`config.mk`:
```
export PLATFORM = sky130hd
export DESIGN_NAME = ssc_top
export DESIGN_NICKNAME = d
export VERILOG_FILES = /design/src/shared/ssc_pkg.sv /design/src/shared/ssc_sig_if.sv /design/src/core/ssc_sync.sv /design/src/core/ssc_flag.sv /design/src/core/ssc_top.sv
export SDC_FILE = /design/constraint.sdc
export NUM_CORES = 1
export LEC_CHECK = 0
export BUFFER_PORTS_ARGS = -buffer_cell sky130_fd_sc_hd__buf_2
export CORE_MARGIN = 3
export CORE_UTILIZATION = 46
export CTS_BUF_LIST = sky130_fd_sc_hd__clkbuf_8
export CTS_CLUSTER_SIZE = 28
export DETAILED_ROUTE_END_ITERATION = 10
export PLACE_DENSITY = 0.81
export SLEW_MARGIN = 20
export SYNTH_ARGS = -nofsm -noshare
export SYNTH_HDL_FRONTEND = slang
export SYNTH_SLANG_ARGS = --single-unit
```
`constraint.sdc`:
```
create_clock -name hclk -period 1.8 [get_ports hclk]
set_input_delay 0.18 -clock hclk [delete_from_list [all_inputs] [get_ports hclk]]
set_output_delay 0.18 -clock hclk [all_outputs]
set_load 0.005 [all_outputs]
```
`src/shared/ssc_pkg.sv`:
```
package ssc_pkg;

    // Register map, byte addresses within the low address bits
    localparam int unsigned        ADDR_W    = 12;
    localparam logic [11:0]        CS_OFS    = 12'h000;
    localparam logic [11:0]        IMASK_OFS = 12'h004;

    // Field positions in the control/status byte
    localparam int unsigned        XFER_DONE_BIT = 7;
    localparam int unsigned        WRITE_COLLISION_FLAG_BIT      = 6;
    localparam int unsigned        MODE_FAULT_FLAG_BIT      = 5;
    localparam int unsigned        OVR_BIT       = 4;
    localparam int unsigned        BUSY_BIT      = 3;
    localparam int unsigned        SEL_BIT       = 2;
    localparam int unsigned        MASTER_ENABLE_BIT     = 1;
    localparam int unsigned        PEN_BIT       = 0;
    localparam int unsigned        FLAG_LSB      = 4;
    localparam int unsigned        NUM_FLAGS     = 4;

    // Index of each sticky flag in the flag vector (vector bit i is register bit 4+i)
    localparam int unsigned        FLG_OVR  = 0;
    localparam int unsigned        FLG_MODE_FAULT_FLAG = 1;
    localparam int unsigned        FLG_WRITE_COLLISION_FLAG = 2;
    localparam int unsigned        FLG_DONE = 3;

    // Synchronised pins
    localparam int unsigned        NUM_PINS     = 2;
    localparam int unsigned        PIN_NSS      = 0;
    localparam int unsigned        PIN_SCK      = 1;
    localparam logic [1:0]         PIN_SYNC_RST = 2'h1;

    // Reset values
    localparam logic               MASTER_ENABLE_RST = 1'h0;
    localparam logic               PEN_RST   = 1'h0;
    localparam logic [3:0]         MASK_RST  = 4'h0;
    localparam logic [3:0]         FLAG_RST  = 4'h0;

    // Serial frame length
    localparam int unsigned        BITS_PER_XFER = 8;

    // Bus encodings
    localparam logic [1:0]         HTRANS_NONSEQ = 2'h2;
    localparam logic               HRESP_OKAY    = 1'h0;

endpackage

```
`src/shared/ssc_sig_if.sv`:
```
`timescale 1ns/1ps
interface ssc_sig_if #(
    parameter int unsigned NF = 4,
    parameter int unsigned NS = 2
);
    logic [NF-1:0] set;
    logic [NF-1:0] clr;
    logic [NF-1:0] q;
    logic [NS-1:0] raw;
    logic [NS-1:0] synced;

    modport flag_side (input set, input clr, output q);
    modport sync_side (input raw, output synced);
    modport ctl       (output set, output clr, output raw, input q, input synced);
endinterface

```
`src/core/ssc_sync.sv`:
```
`timescale 1ns/1ps
module ssc_sync #(
    parameter int unsigned          NS      = 2,
    parameter logic [NS-1:0]        RST_VAL = '0
) (
    // Clock and reset
    input  wire logic               hclk,
    input  wire logic               hresetn,
    // Pins in, synchronised levels out
    ssc_sig_if.sync_side            sig
);
    typedef struct packed {
        logic [NS-1:0] s1;
        logic [NS-1:0] s2;
    } ssc_sync_st_t;

    ssc_sync_st_t st_q;
    ssc_sync_st_t st_d;

    // First stage feeds only the second stage
    always_comb
    begin
        st_d    = st_q;
        st_d.s1 = sig.raw;
        st_d.s2 = st_q.s1;
    end

    always_ff @(posedge hclk or negedge hresetn)
    begin
        if (!hresetn)
            st_q <= '{s1: RST_VAL, s2: RST_VAL};
        else
            st_q <= st_d;
    end

    assign sig.synced = st_q.s2;
endmodule

```
`src/core/ssc_flag.sv`:
```
`timescale 1ns/1ps
module ssc_flag #(
    parameter int unsigned          IDX = 0
) (
    // Clock and reset
    input  wire logic               hclk,
    input  wire logic               hresetn,
    // Set and clear strobes, flag out
    ssc_sig_if.flag_side            sig
);
    typedef struct packed {
        logic flag;
    } ssc_flag_st_t;

    ssc_flag_st_t st_q;
    ssc_flag_st_t st_d;

    // A set in the clearing cycle wins, so no event is lost
    always_comb
    begin
        st_d      = st_q;
        st_d.flag = sig.set[IDX] | (st_q.flag & ~sig.clr[IDX]);
    end

    always_ff @(posedge hclk or negedge hresetn)
    begin
        if (!hresetn)
            st_q <= '{flag: ssc_pkg::FLAG_RST[IDX]};
        else
            st_q <= st_d;
    end

    assign sig.q[IDX] = st_q.flag;
endmodule

```
`src/core/ssc_top.sv`:
```
// Function
// - At the end of each transfer the transfer-complete flag is set and only software clears it.
// - A data-register write during a transfer sets the write-collision flag in bit 6.
// - Slave select low while master mode is on sets the mode-fault flag in bit 5.
// - The last bit arriving while the receive buffer is unread sets the overrun flag in bit 4.
// - Bit 3 shows busy for the whole of a master transfer and drops when it ends.
// - Bit 2 reads one while the slave-select pin is low and zero while it is high.
// - Bit 1 at zero makes the port a slave and at one a master.
// - Bit 0 at zero keeps the port disabled and at one enables it.
//
// Local design decisions: the AHB-Lite slave port and the register offsets.
`timescale 1ns/1ps
module ssc_top #(
    parameter int unsigned          XFER_BITS = ssc_pkg::BITS_PER_XFER
) (
    // Clock and reset
    input  wire logic               hclk,
    input  wire logic               hresetn,
    // AHB-Lite slave
    input  wire logic               hsel,
    input  wire logic [31:0]        haddr,
    input  wire logic [1:0]         htrans,
    input  wire logic               hwrite,
    input  wire logic [2:0]         hsize,
    input  wire logic [31:0]        hwdata,
    input  wire logic               hready,
    output logic                    hreadyout,
    output logic [31:0]             hrdata,
    output logic                    hresp,
    // Serial pins, asynchronous
    input  wire logic               slave_select_n,
    input  wire logic               sck,
    // Shift engine, same clock
    input  wire logic               eng_dat_wr,
    input  wire logic               eng_xfer_done,
    input  wire logic               eng_rx_unread,
    output logic                    eng_load_ok,
    // Configuration and interrupt
    output logic                    master_enable,
    output logic                    port_enable,
    output logic                    port_irq
);
    localparam int unsigned CW = (XFER_BITS > 1) ? $clog2(XFER_BITS) : 1;
    localparam logic [CW-1:0] LAST_BIT = CW'(XFER_BITS - 1);

    typedef struct packed {
        logic                         pend;
        logic                         pend_wr;
        logic [ssc_pkg::ADDR_W-1:0]   pend_ofs;
        logic                         hreadyout;
        logic [31:0]                  hrdata;
        logic                         mst;
        logic                         pen;
        logic                         busy;
        logic                         sel;
        logic                         sck_prev;
        logic [CW-1:0]                bit_cnt;
        logic [3:0]                   mask;
        logic                         irq;
        logic                         load_ok;
    } ssc_top_st_t;

    ssc_top_st_t st_q;
    ssc_top_st_t st_d;

    ssc_sig_if #(.NF(ssc_pkg::NUM_FLAGS), .NS(ssc_pkg::NUM_PINS)) sig ();

    // Pin synchroniser
    ssc_sync #(
        .NS      (ssc_pkg::NUM_PINS),
        .RST_VAL (ssc_pkg::PIN_SYNC_RST)
    ) u_sync (
        .hclk    (hclk),
        .hresetn (hresetn),
        .sig     (sig.sync_side)
    );

    // Sticky flags
    for (genvar i = 0; i < ssc_pkg::NUM_FLAGS; i++)
    begin : g_flag
        ssc_flag #(
            .IDX     (i)
        ) u_flag (
            .hclk    (hclk),
            .hresetn (hresetn),
            .sig     (sig.flag_side)
        );
    end

    assign sig.raw[ssc_pkg::PIN_NSS] = slave_select_n;
    assign sig.raw[ssc_pkg::PIN_SCK] = sck;

    logic       nss_s;
    logic       sck_s;
    logic       bus_acc;
    logic       sck_rise;
    logic       slave_act;
    logic       slave_end;
    logic       mst_end;
    logic       in_prog;
    logic [3:0] set_v;
    logic [3:0] clr_v;

    assign nss_s     = sig.synced[ssc_pkg::PIN_NSS];
    assign sck_s     = sig.synced[ssc_pkg::PIN_SCK];
    assign bus_acc   = hsel & (htrans == ssc_pkg::HTRANS_NONSEQ) & hready;
    assign sck_rise  = sck_s & ~st_q.sck_prev;
    assign slave_act = st_q.pen & ~st_q.mst & ~nss_s;
    assign mst_end   = st_q.busy & eng_xfer_done;
    assign in_prog   = st_q.busy | (slave_act & (st_q.bit_cnt != '0));
    assign slave_end = slave_act & sck_rise & (st_q.bit_cnt == LAST_BIT);

    always_comb
    begin
        st_d          = st_q;
        st_d.load_ok  = 1'b0;
        st_d.sck_prev = sck_s;
        clr_v         = 4'h0;
        set_v         = 4'h0;

        // Bus: one wait state per transfer, so read data always comes from a register
        if (st_q.pend)
        begin
            st_d.pend      = 1'b0;
            st_d.hreadyout = 1'b1;
            if (st_q.pend_wr)
            begin
                if (st_q.pend_ofs == ssc_pkg::CS_OFS)
                begin
                    st_d.mst = hwdata[ssc_pkg::MASTER_ENABLE_BIT];
                    st_d.pen = hwdata[ssc_pkg::PEN_BIT];
                    clr_v    = hwdata[ssc_pkg::FLAG_LSB +: 4];
                end
                else if (st_q.pend_ofs == ssc_pkg::IMASK_OFS)
                begin
                    st_d.mask = hwdata[ssc_pkg::FLAG_LSB +: 4];
                end
            end
            else
            begin
                if (st_q.pend_ofs == ssc_pkg::CS_OFS)
                    st_d.hrdata = {24'h0, sig.q, st_q.busy, st_q.sel, st_q.mst, st_q.pen};
                else if (st_q.pend_ofs == ssc_pkg::IMASK_OFS)
                    st_d.hrdata = {24'h0, st_q.mask, 4'h0};
                else
                    st_d.hrdata = 32'h0;
            end
        end
        else if (bus_acc)
        begin
            st_d.pend      = 1'b1;
            st_d.pend_wr   = hwrite;
            st_d.pend_ofs  = haddr[ssc_pkg::ADDR_W-1:0];
            st_d.hreadyout = 1'b0;
        end

        // Slave frame: count link clock rising edges while selected
        if (!slave_act)
            st_d.bit_cnt = '0;
        else if (sck_rise)
            st_d.bit_cnt = slave_end ? '0 : st_q.bit_cnt + CW'(1);

        set_v[ssc_pkg::FLG_DONE] = slave_end | mst_end;
        set_v[ssc_pkg::FLG_OVR]  = (slave_end | mst_end) & eng_rx_unread;
        set_v[ssc_pkg::FLG_MODE_FAULT_FLAG] = ~nss_s & st_q.mst;
        set_v[ssc_pkg::FLG_WRITE_COLLISION_FLAG] = eng_dat_wr & in_prog;

        // A colliding write is dropped here so the shifter keeps its frame
        if (eng_dat_wr && st_q.pen && !in_prog)
        begin
            st_d.load_ok = 1'b1;
            if (st_q.mst)
                st_d.busy = 1'b1;
        end
        if (mst_end || !st_q.pen || !st_q.mst)
            st_d.busy = 1'b0;

        st_d.sel = ~nss_s;
        st_d.irq = |(sig.q & st_q.mask);
    end

    assign sig.set = set_v;
    assign sig.clr = clr_v;

    always_ff @(posedge hclk or negedge hresetn)
    begin
        if (!hresetn)
        begin
            st_q           <= '0;
            st_q.hreadyout <= 1'b1;
            st_q.mst       <= ssc_pkg::MASTER_ENABLE_RST;
            st_q.pen       <= ssc_pkg::PEN_RST;
            st_q.mask      <= ssc_pkg::MASK_RST;
        end
        else
        begin
            st_q <= st_d;
        end
    end

    always_ff @(posedge hclk or negedge hresetn)
    begin
        if (!hresetn)
            hresp <= ssc_pkg::HRESP_OKAY;
        else
            hresp <= ssc_pkg::HRESP_OKAY;
    end

    assign hreadyout     = st_q.hreadyout;
    assign hrdata        = st_q.hrdata;
    assign master_enable = st_q.mst;
    assign port_enable   = st_q.pen;
    assign port_irq      = st_q.irq;
    assign eng_load_ok   = st_q.load_ok;

    logic cs_wr;
    assign cs_wr = st_q.pend & st_q.pend_wr & (st_q.pend_ofs == ssc_pkg::CS_OFS);
endmodule

```
# Yosys cells after proc, flatten, opt, wreduce, memory -nomap -nowiden

Cells that the tools add are included.

Memories kept: 0
Bits in registers: 69
Memory bits (writable): 0
Output and inout bits: 38
Input bits: 79
Bits in read-only memories: 0
Bits in latches: 0
Word-level logic and storage cells: 91

Equal/unequal tests: 4
Div/mod/pow operators: 0
Add/sub/neg operators: 1
$lt $le $gt $ge: 0
Bitwise logic cells: 33
$mul: 0
Reductions and logical operators: 18
Muxes and demuxes: 15
Shift-type cells: 0

Operator list:

| operator                                                         | count |
|---|---|
| 32-bit two-way mux                                               | 1 |
| 1-bit AND                                                        | 16 |
| 15-bit two-way mux                                               | 1 |
| 12-bit by 3-bit == test with 1-bit output, second input constant | 1 |
| 12-bit logical NOT                                               | 1 |
| 4-bit two-way mux                                                | 3 |
| 1-bit NOT                                                        | 10 |
| 3-bit two-way mux                                                | 3 |
| 8-bit two-way mux                                                | 1 |
| 1-bit two-way mux                                                | 6 |
| 1-bit bitwise OR                                                 | 6 |
| 2-bit AND reduction                                              | 3 |
| 2-bit nonzero test                                               | 3 |
| 4-bit AND                                                        | 1 |
| 4-bit AND reduction                                              | 1 |
| 4-bit OR reduction                                               | 1 |
| 3-bit by 1-bit adder with 3-bit output, second input constant    | 1 |
| 3-bit == test, second input constant                             | 1 |
| 1-bit logical NOT                                                | 3 |
| 3-bit AND reduction                                              | 1 |
| 3-bit nonzero test                                               | 1 |
| 2-bit == test, second input constant                             | 1 |
| 1-bit logical AND                                                | 2 |
| 1-bit logical OR                                                 | 2 |
| 2-bit inequality test, second input constant                     | 1 |

# Depth between registers and ports, before layout

Gate-level depths: netlist (run 1).

Depth in word-level cells: 9
Mapped depth: 5
Gate-level depth less buffers: 5

# Worst setup path after synthesis (run 1)

No wires, ideal clock.

Path kind: reg2reg
From: reg st_q[56] (netlist name)
To: reg g_flag[1].u_flag.st_q
Stages on the path, launching flop included: 4
Data arrival time: 1.275 ns
Setup time: 0.126 ns
Clock period less this slack: 1.401 ns
Path buffers: 0
Path slack: 0.399 ns
Required time: 1.674 ns
Cell sequence: dfrtp_1 nor4_4 nand4_2 a221o_1

Word-level cells in the longest chain between the ends: 7

Ends and longest elaborated chain:

| what                            | RTL line       | source |
|---|---|---|
| from (decl)                     | ssc_top.sv:63  | `ssc_top_st_t st_q;` |
| from (signal assigned)          | ssc_top.sv:197 | `st_q <= st_d;` |
| 12-bit logical NOT              | -              |  |
| 4-bit two-way mux               | ssc_top.sv:128 | `if (st_q.pend_ofs == ssc_pkg::CS_OFS)` |
| 4-bit two-way mux               | ssc_top.sv:126 | `if (st_q.pend_wr)` |
| 4-bit two-way mux               | ssc_top.sv:122 | `if (st_q.pend)` |
| 1-bit NOT                       | ssc_flag.sv:22 | `st_d.flag = sig.set[IDX] \| (st_q.flag & ~sig.clr[IDX]);` |
| 1-bit AND                       | ssc_flag.sv:22 |  |
| 1-bit bitwise OR                | ssc_flag.sv:22 |  |
| named net g_flag[1].u_flag.st_d | ssc_flag.sv:16 | `ssc_flag_st_t st_d;` |
| to (signal assigned)            | ssc_flag.sv:28 | `st_q <= '{flag: ssc_pkg::FLAG_RST[IDX]};` |
| to (signal assigned)            | ssc_flag.sv:30 | `st_q <= st_d;` |
| to (decl)                       | ssc_flag.sv:15 | `ssc_flag_st_t st_q;` |

The timed path passes the listed nets, and every way through them passes these cells.
A chain may end at the register's enable or synchronous reset.

# Final worst setup path (run 1)

Same ends and word-level chain as after synthesis.

==> reports/results.txt, run 1 <==
Setup Fix Bufs, Post-CTS - 0
Largest family of logic cells by synthesized area - buffers and inverters
Clock transition at path regs - 0.08 ns
Die Span X - 74.4 um
Synth Area in Compound Gates - 6.28%
First DRT Iteration DRCs - 49
Cells after Synth - 179
GRT Total Usage - 14.1%
Static Leakage - 0.00118 uW
Slew Limit Headroom - 63.5%
EDFF count, synth - 0
Max-slew violations - 0
CTS H-tree depth - 2
Largest net degree at the start of global routing - 46
Worst path arrival time - 1.73 ns
Cell row count - 24
Top FF cell, synth - dfrtp_1
VDD IR max - 0.606 mV
Antenna diodes - 0
Power, Total - 2090 uW
Final period util - 85.8%
# clock sinks - 45
Power Density - 877 mW/mm^2
Maximum buffer depth of the clock tree - 2
Routed wl met3 - 278 um
Startpoint types - register
CP endpoint kind - register
Num CTS Buffers - 5
Max Cap Viol - 0
Synth Area in Adders - 1.74%
Initial antenna violation count - 0
TNS Setup - 0 ns
Fraction of registers with async set/reset - 100%
Fraction of layout cells with a size suffix above 1 - 35.6%
CTS tree - done
Vias in the first global route - 1,229
Area grow syn2layout - 10.9%
Vias per cell - 4.77
Fillers - 389
Top routing layer used - met4
# port buffers - 42
Initial Utilization - 48.5%
Worst Setup Path Type - register to register
Hold Crit Class - input pin to register
Distinct cell type count after synthesis - 34
Register area share after synthesis - 52.5%
Xor/xnor cell area share of the yosys netlist - 0%
WL met2 - 1.67 mm
Drt pass-1 iters - 4
Post-synthesis mux area share - 12.7%
DIE AREA - 0.00554 mm^2
Metal-1 WL - 1.49 mm
Synth Area in Simple Gates - 13.0%
# DRC - 0
Later-pin clock latency in the skew report - 0.30 ns
# setup viols final - 0
WL/cell - 12.8 um
Antenna Nets Post-Route - 0
I/O pin count - 117
First-pass GRT wire length - 5.84 mm
Crit path time final - 1.54 ns
Worst-Margin Slew - 0.548 ns
Nets - 303
CP Max Fanout - 5
Yosys reg bits - 45
Syn Area/Cell - 12.0 um^2
RSZ-0062 raised after global routing - false
Setup Skew - 0.00707 ns
Outcome - finished, final reports clean
Post-DP HPWL - 2.63 mm
Hold Vio Cnt, Final - 0
CP Data Required Time - 1.99 ns
Mapped Area - 0.00215 mm^2
Yosys Warn Count - 0
Die Y-Extent - 74.4 um
Max Fclk - 647 MHz
Via count - 1,306
Core area - 0.00444 mm^2
WL final - 3.50 mm
GP Congestion - 0.777
Congestion Overflow GR - 0
Clock root buffer - clkbuf_8
routing by layer:
layer | track usage, % | up-vias
li1 | - | 640
met4 | 5.34 | 0
met1 | 18.3 | 615
met2 | 21.5 | 44
met5 | 0 | -
met3 | 5.41 | 7
per-stage QoR:
step | hold slack [ns] | setup slack (ns) | std cells | cell area (um^2) | util (%)
after CTS | 0.0691 | 0.217 | 274 | 2390 | 53.7
after floorplan | -0.116 | 0.399 | 203 | 2240 | -
after global placement | 0.285 | 0.275 | 263 | 2270 | 51.0
final | 0.0786 | 0.256 | 274 | 2390 | 53.7
after detailed placement | 0.286 | 0.228 | 263 | 2270 | 51.0
after global routing | 0.0714 | 0.153 | 274 | 2390 | 53.7
cell usage in the layout, fill, tap and decap left out, types with 6 or more instances in the layout:
cell	instances
inv_1	9
nand2b_1	6
buf_2	42
o21ai_0	10
clkbuf_8	6
conb_1	25
mux2i_1	6
dfrtp_1	42
mux2_2	18
nand2_1	11
registers in the layout (all words and copies together), names as in the netlist:
name / cells
st_q: 24
hrdata: 8
g_flag.u_flag.st_q: 4
u_sync.sig.synced: 2
u_sync.st_d: 2
eng_load_ok: 1
hreadyout: 1
master_enable: 1
port_enable: 1
port_irq: 1
worst max-delay path: stages (launching register included):
cell	delay, ns
dfrtp_1	0.41
nor4_4	0.39
nand4_2	0.26
a221o_1	0.38
final timing paths:
kind	from	to	slack, ns	depth (start not counted)
worst max-delay path	st_q[56]$_DFFE_PN0P_	g_flag[1].u_flag.st_q$_DFF_PN0_	0.26	3
worst min-delay path	eng_xfer_done	st_q[11]$_DFFE_PN0P_	0.08	2
worst max register to register	st_q[56]$_DFFE_PN0P_	g_flag[1].u_flag.st_q$_DFF_PN0_	0.26	3
worst min register to register	u_sync.st_d[1]$_DFF_PN0_	u_sync.sig.synced[1]$_DFF_PN0_	0.36	0
max in group asynchronous	hresetn	u_sync.sig.synced[0]$_DFF_PN1_	0.89	3
min in group asynchronous	hresetn	st_q[6]$_DFFE_PN0P_	0.52	3
where the power goes:
part,switching (uW),internal (uW)
clock,317,302
combinational,123,155
sequential,82.5,1110
cells in the mapped netlist (all sizes together), types with 3 or more instances:
cell type   n  area, um^2
nor2        4        15.0
mux2i       6        60.1
dfrtp      42        1050
a21oi       3        15.0
nand4       4        37.5
nand2b      6        37.5
buf        34         259
mux2       19         214
a221o       4        40.0
nand2      12        47.6
nor2b       3        18.8
dfstp       3        78.8
ha          3        37.5
o21ai      10        50.1
inv         7        26.3
area by class of cell:
cell class | instances | area (um^2) | area share (%)
Tap cell | 52 | 65.1 | 2.73
Clock buffer | 6 | 82.6 | 3.46
Clock inverter | 2 | 7.51 | 0.314
Sequential cell | 45 | 1130 | 47.3
Inverter | 7 | 26.3 | 1.10
Multi-Input combinational cell | 115 | 821 | 34.4
Timing Repair Buffer | 47 | 255 | 10.7
what timing repair did:
item	in CTS	in global routing
setup endpoints to repair	0	0
hold buffers	3	0
endpoints found under the hold margin	44	0
resized for setup	0	0
cell families after synthesis:
group	count (synthesis)
fa+ha+maj	3
mux	25
buf+inv	43
flops	45
other cells	1
compound gates	21
simple gates	41
No activity file was read; power rests on OpenSTA's default activity.
==> run 2, diff against run 1 <==
Settings changed: BUFFER_PORTS_ARGS -buffer_cell sky130_fd_sc_hd__buf_2 to not set, CORE_UTILIZATION 46 to 53, DONT_BUFFER_PORTS set to 1, PLACE_DENSITY 0.81 to 0.67.
==> reports/results.txt, run 2 (same netlist as run 1, synthesis figures left out) <==
Placed cells - 216 (-18%)
Outcome - finished, final reports clean
WL/cell - 15.5 um (+22%)
Static Leakage - 0.00101 uW (-14%)
Post-DP HPWL - 2.65 mm (+0.78%)
Maximum buffer depth of the clock tree - 2 (unchanged)
Initial Utilization - 56.7% (+8.2 points)
I/O pin count - 117 (unchanged)
Power Density - 919 mW/mm^2 (+4.9%)
VDD IR max - 0.629 mV (+3.8%)
Max Cap Viol - 0 (unchanged)
WL final - 3.57 mm (+2.2%)
Vias in the first global route - 1,229 (unchanged)
TNS Setup - 0 ns (unchanged)
FF+latch area - 0.00113 mm^2 (unchanged)
Flip-flop count of the largest register after layout - 24 (unchanged)
Largest net degree at the start of global routing - 46 (unchanged)
Setup Fix Bufs, Post-CTS - 0 (unchanged)
Drt pass-1 iters - 4 (unchanged)
Most common cell after layout, fill and taps aside - dfrtp_1
Worst path arrival time - 1.74 ns (about the same)
Initial antenna violation count - 0 (unchanged)
Antenna Nets Post-Route - 0 (unchanged)
CTS H-tree depth - 2 (unchanged)
Area of the multi-input gates - 821 um^2 (unchanged)
Max-slew violations - 0 (unchanged)
# clock sinks - 45 (unchanged)
Hold Vio Cnt, Final - 0 (unchanged)
# DRC - 0 (unchanged)
Antenna diodes - 0 (unchanged)
CP max stage cell - nor4_4
Most flops, register - st_q
Fillers - 296 (-24%)
Util after Layout - 58.0% (+4.3 points)
CTS resizes - 0 (unchanged)
DIE AREA - 0.00486 mm^2 (-12%)
Fraction of layout cells with a size suffix above 1 - 20.9% (-15 points)
Core area - 0.00380 mm^2 (-15%)
CTS Hold Buffers Added - 6 (+3)
GRT Total Usage - 15.3% (+1.2 points)
Startpoint types - register
Vias per cell - 5.26 (+10%)
# setup viols final - 0 (unchanged)
Via count - 1,210 (-7.4%)
# port buffers - 0 (-100%)
Final period util - 86.1% (+0.25 points)
Nets - 263 (-13%)
Cell row count - 22 (-8.3%)
Num CTS Buffers - 5 (unchanged)
CTS tree - done
Max Fclk - 646 MHz (-0.29%)
GP Congestion - 0.741 (-4.7%)
Clock transition at path regs - 0.08 ns (about the same)
Setup Skew - 0.0108 ns (+0.00375 ns)
Power, Total - 2030 uW (-3.2%)
Slowest stage delay, CP - 0.42 ns (about the same)
Worst Setup Path Type - register to register
CP Cell Sequence - nor4_4 > nand4_2 > a221o_1
Most frequent cells in the layout - 42 x dfrtp_1, 25 x conb_1, 18 x mux2_2, 11 x nand2_1, 10 x o21ai_0
Later-pin clock latency in the skew report - 0.30 ns (about the same)
CP endpoint kind - register
Post-Layout Cell Count - 230 (-16%)
Crit path time final - 1.55 ns (+0.00454 ns)
RSZ-0062 raised after global routing - false
Die Span X - 69.7 um (-6.3%)
CP Max Fanout - 5 (unchanged)
Die Y-Extent - 69.7 um (-6.3%)
First-pass GRT wire length - 5.80 mm (-0.60%)
Clock root buffer - clkbuf_8
Congestion Overflow GR - 0 (unchanged)
Hold Crit Class - input pin to register
CP Data Required Time - 1.99 ns (about the same)
Area grow syn2layout - 2.38%
First DRT Iteration DRCs - 39 (-20%)
-- run 2: critical path, delay by kind of cell, from the launching register on --
| family | cells | cell delay, ns |
|---|---|---|
| AOI/OAI and AO/OA | 1 | 0.37 |
| and+or+nand+nor | 2 | 0.67 |
| DFF | 1 | 0.41 |
-- run 2: worst paths after layout --
check	startpoint	endpoint	slack [ns]	depth (start not counted)
max	st_q[56]$_DFFE_PN0P_	g_flag[1].u_flag.st_q$_DFF_PN0_	0.25	3
min	hwdata[5]	st_q[3]$_DFFE_PN0P_	0.007	1
max reg2reg	st_q[56]$_DFFE_PN0P_	g_flag[1].u_flag.st_q$_DFF_PN0_	0.25	3
min reg2reg	u_sync.st_d[1]$_DFF_PN0_	u_sync.sig.synced[1]$_DFF_PN0_	0.35	0
max in group asynchronous	hresetn	hreadyout$_DFFE_PN1P_	1.13	2
min in group asynchronous	hresetn	hrdata[5]$_DFFE_PN0P_	0.40	2
-- run 2: final cells by class --
class | count | area share (%)
timing repair buffer | 7 | 3.86
tap | 48 | 2.72
clock inverter | 3 | 0.624
sequential | 45 | 51.2
clock buffer | 5 | 3.12
inverter | 7 | 1.19
multi-input combinational | 115 | 37.2
-- run 2: stage by stage --
step	hold slack, ns	area [um^2]	setup WS [ns]
6_report	0.00702	2200	0.251
3_3_place_gp	-0.115	2040	0.266
3_5_place_dp	-0.115	2040	0.209
2_1_floorplan	-0.116	2240	0.399
4_1_cts	0.00706	2200	0.183
5_1_grt	0.0110	2200	0.0738
-- run 2: layer usage --
| layer | part of all wire, % | global-route usage [%] |
|---|---|---|
| met4 | 1.8 | 6.38 |
| met1 | 40 | 17.4 |
| met2 | 49 | 25.7 |
| met5 | 0 | 0 |
| met3 | 9.4 | 5.94 |
-- run 2: where the power goes --
group          switching (uW)  internal [uW]  leakage (uW)  total, uW
sequential               91.1           1120      0.000541       1210
clock                     322            263     0.0000491        585
combinational             107            128      0.000424        236
